### config.mk
export PLATFORM = sky130hd
export DESIGN_NAME = exec_core
export DESIGN_NICKNAME = d
export VERILOG_FILES = /design/src/rtl/exec_pkg.sv /design/src/rtl/exec_core.sv /design/src/rtl/exec_rotate.sv /design/src/rtl/exec_subtract.sv
export VERILOG_INCLUDE_DIRS = /design/src /design/src/rtl
export SDC_FILE = /design/constraint.sdc
export NUM_CORES = 1
export LEC_CHECK = 0
export BUFFER_PORTS_ARGS = -buffer_cell sky130_fd_sc_hd__buf_2
export CAP_MARGIN = 15
export CORE_MARGIN = 2
export CORE_UTILIZATION = 55
export CTS_BUF_LIST = sky130_fd_sc_hd__clkbuf_2
export DETAILED_ROUTE_END_ITERATION = 8
export MAX_ROUTING_LAYER = met4
export PLACE_DENSITY = 0.85
export SYNTH_ARGS = -nofsm -noshare
export SYNTH_HDL_FRONTEND = slang
export SYNTH_SLANG_ARGS = --single-unit
### constraint.sdc
create_clock -name clk_sys_i -period 9.7 [get_ports clk_sys_i]
set_input_delay 0.485 -clock clk_sys_i [delete_from_list [all_inputs] [get_ports clk_sys_i]]
set_output_delay 0.485 -clock clk_sys_i [all_outputs]
set_load 0.1 [all_outputs]
### src/rtl/exec_defs.svh
// Constants for the instruction execute subset: bus widths, flag bits
// and reset values. Included by every design file that needs them.
`ifndef EXEC_DEFS_SVH
`define EXEC_DEFS_SVH

`define FADDR_W 7
`define DATA_W 8
`define PC_W 13
`define STATUS_C_BIT 0
`define STATUS_DC_BIT 1
`define STATUS_Z_BIT 2
`define STATUS_PD_BIT 3
`define STATUS_TO_BIT 4
`define STATUS_RESET 8'h18
`define ACC_RESET 8'h00
`define WDT_CLEAR 8'h00
`define WDT_W 8
`define PRESCALE_W 8

`endif

### src/rtl/exec_pkg.sv
// Types shared by the execute subset: operation codes and cycle states.
// Assumes nothing of its surroundings.
package exec_pkg;

    typedef enum logic [3:0] {
        OP_NOP = 4'h0,
        OP_LOAD_LIT = 4'h1,
        OP_RET_INT = 4'h2,
        OP_STORE_ACC = 4'h3,
        OP_RET_LIT = 4'h4,
        OP_ROT_LEFT = 4'h5,
        OP_ROT_RIGHT = 4'h6,
        OP_SLEEP = 4'h7,
        OP_RETURN = 4'h8,
        OP_SUB_LIT = 4'h9,
        OP_SUB_FILE = 4'ha,
        OP_SWAP = 4'hb,
        OP_XOR_FILE = 4'hc,
        OP_XOR_LIT = 4'hd
    } exec_op_e;

    typedef enum logic [1:0] {
        ST_READY = 2'b00,
        ST_SECOND = 2'b01,
        ST_SLEEP = 2'b10
    } exec_state_e;

endpackage : exec_pkg

### src/rtl/exec_core.sv
// Execute stage for a subset of an 8-bit core's instructions.
// Assumes a decoder presents one operation with its operands when
// issue_valid_i is high and ready_o is high; file register data is read
// combinationally by the surrounding core and presented on file_data_i.
`timescale 1ns/1ps
`default_nettype none
`include "exec_defs.svh"
module exec_core
    import exec_pkg::*;
#(
    parameter int DATA_W = `DATA_W,
    parameter int FADDR_W = `FADDR_W,
    parameter int PC_W = `PC_W
) (
    input wire logic clk_sys_i,
    input wire logic rst_b_i,
    input wire logic issue_valid_i,
    input wire logic [3:0] issue_op_i,
    input wire logic [DATA_W-1:0] literal_i,
    input wire logic [FADDR_W-1:0] file_addr_i,
    input wire logic dest_i,
    input wire logic [DATA_W-1:0] file_data_i,
    input wire logic [PC_W-1:0] stack_top_i,
    input wire logic wake_i,
    output logic ready_o,
    output logic [DATA_W-1:0] accumulator_o,
    output logic [7:0] status_o,
    output logic global_interrupt_enable_o,
    output logic file_we_o,
    output logic [FADDR_W-1:0] file_waddr_o,
    output logic [DATA_W-1:0] file_wdata_o,
    output logic pc_load_o,
    output logic [PC_W-1:0] pc_value_o,
    output logic stack_pop_o,
    output logic watchdog_clear_o,
    output logic sleeping_o
);
    exec_state_e state_reg;
    exec_state_e state_next;
    logic [DATA_W-1:0] acc_reg;
    logic [7:0] status_reg;
    logic gie_reg;
    logic file_we_reg;
    logic [FADDR_W-1:0] file_waddr_reg;
    logic [DATA_W-1:0] file_wdata_reg;
    logic pc_load_reg;
    logic [PC_W-1:0] pc_value_reg;
    logic stack_pop_reg;
    logic wdt_clear_reg;
    logic [`WDT_W-1:0] watchdog_counter_reg;
    logic [`PRESCALE_W-1:0] prescale_reg;

    logic take;
    exec_op_e op;
    logic [DATA_W-1:0] sub_a;
    logic [DATA_W-1:0] sub_diff;
    logic sub_c;
    logic sub_dc;
    logic [DATA_W-1:0] rot_result;
    logic rot_c;
    logic [DATA_W-1:0] result;
    logic writes_result;
    logic sets_z;
    logic sets_cdc;

    assign op = exec_op_e'(issue_op_i);
    assign take = issue_valid_i && (state_reg == ST_READY);
    assign ready_o = (state_reg == ST_READY);

    // Literal subtract uses the immediate; file subtract uses the file data.
    assign sub_a = (op == OP_SUB_LIT) ? literal_i : file_data_i;

    exec_subtract #(
        .WIDTH(DATA_W)
    ) u_subtract (
        .a_i(sub_a),
        .b_i(acc_reg),
        .diff_o(sub_diff),
        .carry_o(sub_c),
        .digit_carry_o(sub_dc)
    );

    exec_rotate #(
        .WIDTH(DATA_W)
    ) u_rotate (
        .value_i(file_data_i),
        .carry_i(status_reg[`STATUS_C_BIT]),
        .left_i(op == OP_ROT_LEFT),
        .result_o(rot_result),
        .carry_o(rot_c)
    );

    always_comb
    begin
        result = acc_reg;
        writes_result = 1'b0;
        sets_z = 1'b0;
        sets_cdc = 1'b0;
        case (op)
            OP_LOAD_LIT, OP_RET_LIT:
            begin
                result = literal_i;
                writes_result = 1'b1;
            end
            OP_ROT_LEFT, OP_ROT_RIGHT:
            begin
                result = rot_result;
                writes_result = 1'b1;
            end
            OP_SUB_LIT, OP_SUB_FILE:
            begin
                result = sub_diff;
                writes_result = 1'b1;
                sets_z = 1'b1;
                sets_cdc = 1'b1;
            end
            OP_SWAP:
            begin
                result = {file_data_i[3:0], file_data_i[7:4]};
                writes_result = 1'b1;
            end
            OP_XOR_FILE:
            begin
                result = acc_reg ^ file_data_i;
                writes_result = 1'b1;
                sets_z = 1'b1;
            end
            OP_XOR_LIT:
            begin
                result = acc_reg ^ literal_i;
                writes_result = 1'b1;
                sets_z = 1'b1;
            end
            default:
            begin
                result = acc_reg;
            end
        endcase
    end

    // Literal-only operations always target the accumulator.
    function automatic logic to_file(input exec_op_e o, input logic d);
        case (o)
            OP_ROT_LEFT, OP_ROT_RIGHT, OP_SUB_FILE, OP_SWAP, OP_XOR_FILE:
                to_file = d;
            default:
                to_file = 1'b0;
        endcase
    endfunction : to_file

    always_comb
    begin
        state_next = state_reg;
        case (state_reg)
            ST_READY:
            begin
                if (take && (op == OP_RET_LIT ||
                    op == OP_RETURN))
                begin
                    state_next = ST_SECOND;
                end
                else if (take && op == OP_SLEEP)
                begin
                    state_next = ST_SLEEP;
                end
                else
                begin
                    state_next = ST_READY;
                end
            end
            ST_SECOND:
            begin
                state_next = ST_READY;
            end
            ST_SLEEP:
            begin
                if (wake_i)
                begin
                    state_next = ST_READY;
                end
            end
            default:
            begin
                state_next = ST_READY;
            end
        endcase
    end

    always_ff @(posedge clk_sys_i)
    begin
        if (!rst_b_i)
        begin
            state_reg <= ST_READY;
        end
        else
        begin
            state_reg <= state_next;
        end
    end

    // Accumulator updates only when the destination is the accumulator.
    always_ff @(posedge clk_sys_i)
    begin
        if (!rst_b_i)
        begin
            acc_reg <= `ACC_RESET;
        end
        else if (take && writes_result && !to_file(op, dest_i))
        begin
            acc_reg <= result;
        end
    end

    // File writes are one-cycle pulses with registered address and data.
    always_ff @(posedge clk_sys_i)
    begin
        if (!rst_b_i)
        begin
            file_we_reg <= 1'b0;
            file_waddr_reg <= '0;
            file_wdata_reg <= '0;
        end
        else
        begin
            file_we_reg <= 1'b0;
            if (take && op == OP_STORE_ACC)
            begin
                file_we_reg <= 1'b1;
                file_waddr_reg <= file_addr_i;
                file_wdata_reg <= acc_reg;
            end
            else if (take && writes_result && to_file(op, dest_i))
            begin
                file_we_reg <= 1'b1;
                file_waddr_reg <= file_addr_i;
                file_wdata_reg <= result;
            end
        end
    end

    // Status flags: only the listed operations touch them.
    always_ff @(posedge clk_sys_i)
    begin
        if (!rst_b_i)
        begin
            status_reg <= `STATUS_RESET;
        end
        else if (take)
        begin
            if (op == OP_ROT_LEFT || op == OP_ROT_RIGHT)
            begin
                status_reg[`STATUS_C_BIT] <= rot_c;
            end
            if (sets_cdc)
            begin
                status_reg[`STATUS_C_BIT] <= sub_c;
                status_reg[`STATUS_DC_BIT] <= sub_dc;
            end
            if (sets_z)
            begin
                status_reg[`STATUS_Z_BIT] <= (result == '0);
            end
            if (op == OP_SLEEP)
            begin
                status_reg[`STATUS_PD_BIT] <= 1'b0;
                status_reg[`STATUS_TO_BIT] <= 1'b1;
            end
        end
    end

    always_ff @(posedge clk_sys_i)
    begin
        if (!rst_b_i)
        begin
            gie_reg <= 1'b0;
        end
        else if (take && op == OP_RET_INT)
        begin
            gie_reg <= 1'b1;
        end
    end

    // Program counter reload and stack pop for the returns.
    always_ff @(posedge clk_sys_i)
    begin
        if (!rst_b_i)
        begin
            pc_load_reg <= 1'b0;
            pc_value_reg <= '0;
            stack_pop_reg <= 1'b0;
        end
        else
        begin
            pc_load_reg <= 1'b0;
            stack_pop_reg <= 1'b0;
            if (take && (op == OP_RET_INT || op == OP_RET_LIT ||
                op == OP_RETURN))
            begin
                pc_load_reg <= 1'b1;
                pc_value_reg <= stack_top_i;
                stack_pop_reg <= 1'b1;
            end
        end
    end

    // The watchdog counter and prescaler live here so sleep can clear them;
    // they stop while the oscillator is notionally halted.
    always_ff @(posedge clk_sys_i)
    begin
        if (!rst_b_i)
        begin
            watchdog_counter_reg <= `WDT_CLEAR;
            prescale_reg <= '0;
            wdt_clear_reg <= 1'b0;
        end
        else
        begin
            wdt_clear_reg <= 1'b0;
            if (take && op == OP_SLEEP)
            begin
                watchdog_counter_reg <= `WDT_CLEAR;
                prescale_reg <= '0;
                wdt_clear_reg <= 1'b1;
            end
            else if (state_reg != ST_SLEEP)
            begin
                prescale_reg <= prescale_reg + {{(`PRESCALE_W-1){1'b0}}, 1'b1};
                if (prescale_reg == '1)
                begin
                    watchdog_counter_reg <= watchdog_counter_reg +
                        {{(`WDT_W-1){1'b0}}, 1'b1};
                end
            end
        end
    end

    assign accumulator_o = acc_reg;
    assign status_o = status_reg;
    assign global_interrupt_enable_o = gie_reg;
    assign file_we_o = file_we_reg;
    assign file_waddr_o = file_waddr_reg;
    assign file_wdata_o = file_wdata_reg;
    assign pc_load_o = pc_load_reg;
    assign pc_value_o = pc_value_reg;
    assign stack_pop_o = stack_pop_reg;
    assign watchdog_clear_o = wdt_clear_reg;
    assign sleeping_o = (state_reg == ST_SLEEP);
endmodule : exec_core
`default_nettype wire

### src/rtl/exec_rotate.sv
// Rotate through carry by one bit, left or right.
// Purely combinational; the caller latches the result.
`timescale 1ns/1ps
`default_nettype none
module exec_rotate #(
    parameter int WIDTH = 8
) (
    input wire logic [WIDTH-1:0] value_i,
    input wire logic carry_i,
    input wire logic left_i,
    output logic [WIDTH-1:0] result_o,
    output logic carry_o
);
    always_comb
    begin
        if (left_i)
        begin
            result_o = {value_i[WIDTH-2:0], carry_i};
            carry_o = value_i[WIDTH-1];
        end
        else
        begin
            result_o = {carry_i, value_i[WIDTH-1:1]};
            carry_o = value_i[0];
        end
    end
endmodule : exec_rotate
`default_nettype wire

### src/rtl/exec_subtract.sv
// Eight-bit subtractor a - b with carry and digit carry.
// Carry and digit carry are active-high "no borrow", as the core expects.
`timescale 1ns/1ps
`default_nettype none
module exec_subtract #(
    parameter int WIDTH = 8
) (
    input wire logic [WIDTH-1:0] a_i,
    input wire logic [WIDTH-1:0] b_i,
    output logic [WIDTH-1:0] diff_o,
    output logic carry_o,
    output logic digit_carry_o
);
    logic [WIDTH:0] full;
    logic [4:0] low;

    // Two's complement: a + ~b + 1, carry out means no borrow.
    assign full = {1'b0, a_i} + {1'b0, ~b_i} + {{WIDTH{1'b0}}, 1'b1};
    assign low = {1'b0, a_i[3:0]} + {1'b0, ~b_i[3:0]} + 5'h01;
    assign diff_o = full[WIDTH-1:0];
    assign carry_o = full[WIDTH];
    assign digit_carry_o = low[4];
endmodule : exec_subtract
`default_nettype wire

==> metrics.txt <==
critical-path cell list buf_2 -> nand2b_1 -> nor2_1 -> mux2i_1 -> ha_1 -> inv_1 -> fa_1 -> a211oi_1 -> nor2_1 -> xor2_2 -> a211oi_2 -> nand2_1 -> or4_1 -> o41ai_2; R2R Path Start accumulator_o[0]$_SDFFE_PN0P_; IO Pins 96; Synth area leader dfxtp_1; Worst Tran Pin Value 0.956 ns; drc violations 0; Largest register FFs 13; Post-synth EDFFs 0; Max stage delay on crit path 0.61 ns; Avg WL per Cell 17.0 microns; share of layout cells above drive strength 1 26.0%; CTS Root Cell clkbuf_2; Post-synth ARST share 0%; fin crit share 45.2%; global-route wire length before repair 14600 microns; PwrDens 140 nW/um^2; top_reg_cell synth dfxtp_1; clk buf depth 2; synth warn 0; HP Start file_addr_i[3]; Tmin final 4.39 ns; CP max FO 34; crit-path leading delay family simple AND/OR/NAND/NOR gates; Tightest Hold Check Type input port to flop; diodes inserted 0; initial core utilization 56.2%; Max Cap Violations 0; commonest cells after routing, fill and taps aside buf_2, nor2_1, dfxtp_1; row count 28; Via density 6.01; crit path capture type flop; Setup Skew 0.0168 ns; Core Box Area 5820 sq um; post-synthesis register bit count 46; clock-pin slew on the worst setup and hold paths 0.24 ns; most common cell after layout, fill and taps aside buf_2; Worst Hold Depth 3; WP buf/inv 2; worst r2r path cells 10; worst slack, placed 4.99 ns; Mapped Cells 413; Pleak 0.00168 uW; Critical Path Source Type input port; RSZ-0062 raised after global routing no; fin nets 534; Max-slew headroom 36.3%; total grt overflow 0; Die H 81.1 microns; sequential cell area fraction in the yosys report 28.2%; initial antenna violation count 0; RR Endpoint status_o[2]$_SDFFE_PN0P_; post_cts resized 0; # setup viols final 0; drt first pass iters 5; vias 3337; vias in the first global route 2964; Final ANT Viol Nets 0; outcome finished, final reports clean; setup TNS 0 ns; area grow syn2layout 13.4%; Clock H-tree levels 2; crit path kind input port to flop; Hold Path Sink file_waddr_o[3]$_SDFFE_PN0P_; most used cell, CP nor2_1; Synth top area share 28.2%; syn_area_per_cell 7.91 sq um; Critical Path RT 10.05 ns; number of DRC markers in iteration 0 335; IO buf count 91; drt total wl 9430 microns; CTS Hold Buffers Added 0; Synth cell types 70; setup ws final 5.31 ns; Hold Vio Cnt, Final 0; R2R Setup Slk 6.60 ns; Synth Cell Area 3270 sq um; largest net degree at the start of global routing 42; die area 6570 sq um; Final Max Tran Viols 0; Fmax achieved 228 MHz; top post-synthesis cells by area dfxtp_1, mux2i_1, nor2_1, nand2_1, a21oi_1; dpl hpwl 6920 microns; Peak VDD IR 0.000112 V; CTS Buf Count 5; GPL Wtd Cong 1.00; Clock Latency Late Sink 0.42 ns; Post-CTS Setup Bufs 0; die width 81.1 microns; WP data arrival 4.74 ns; GRT Overall Usage 29.4%; CTS sink count 46; Slowest cell on crit path nor2_1; CTS tree done
[report_power, final]
part | internal [uW] | switching (uW)
Combinational | 55.7 | 149
Sequential | 198 | 7.49
Clock | 44.5 | 64.1
[stage by stage]
stage                     total power (uW)  hold slack (ns)  instance area [sq um]  std cells  util (%)
after floorplan                        372            0.521                   3270        415         -
after global placement                 407            0.432                   3610        546      62.0
after detailed placement               409            0.446                   3610        546      62.0
after CTS                              514            0.260                   3680        554      63.2
after global routing                   542            0.214                   3700        555      63.7
final                                  519            0.252                   3700        555      63.7
[worst max path at each step]
stage / startpoint / endpoint / slack [ns] / cells past startpoint
finish: issue_op_i[0] / status_o[2]$_SDFFE_PN0P_ / 5.31 / 14
global route: issue_op_i[0] / status_o[2]$_SDFFE_PN0P_ / 5.10 / 14
floorplan: issue_op_i[1] / status_o[2]$_SDFFE_PN0P_ / 5.84 / 15
global placement: issue_op_i[0] / status_o[2]$_SDFFE_PN0P_ / 5.22 / 14
CTS: issue_op_i[0] / status_o[2]$_SDFFE_PN0P_ / 5.44 / 14
detailed placement: issue_op_i[0] / status_o[2]$_SDFFE_PN0P_ / 4.99 / 14
[cell usage after synthesis (all sizes together) (12+ instances only)]
cell type  number
inv            14
nor3           13
nand2          39
a211oi         16
o21ai          21
dfxtp          46
clkbuf         14
nor2b          12
nor2           48
mux2i          24
a21oi          27
buf            21
[per-layer routing]
metal / vias up / wire (microns) / track usage, %
li1: 1599 / - / -
met3: 27 / 606 / 4.67
met1: 1564 / 4060 / 38.1
met2: 147 / 4530 / 46.9
met5: - / 0 / -
met4: 0 / 238 / 9.49
[kinds of logic after synthesis]
kind of cell,Yosys count,share of synthesized area [%]
AO/OA/AOI/OAI,107,22.2
XOR/XNOR,8,2.38
adder cells (fa/ha/maj),10,4.06
buffers and inverters,49,8.35
flip-flops,46,28.2
multiplexers,32,10.2
other,2,0.230
AND/OR/NAND/NOR,159,24.3
[worst reg2reg max path, stage by stage (launching register included)]
cell and delay [ns]:
dfxtp_1 0.54, ha_1 0.21, inv_1 0.05, fa_1 0.40
a211oi_1 0.43, nor2_1 0.14, xor2_2 0.17, a211oi_2 0.28
nand2_1 0.10, or4_1 0.50, o41ai_2 0.21
[area by class of cell]
cell class                 count  area, sq um
inverter                      14         52.6
fill                         534         2110
sequential                    46          921
timing repair buffer          92          483
multi-input combinational    320         2090
clock buffer                   6         30.0
clock inverter                 2         37.5
tap                           75         93.8
Note: power is estimated with default switching activity, not from simulation.
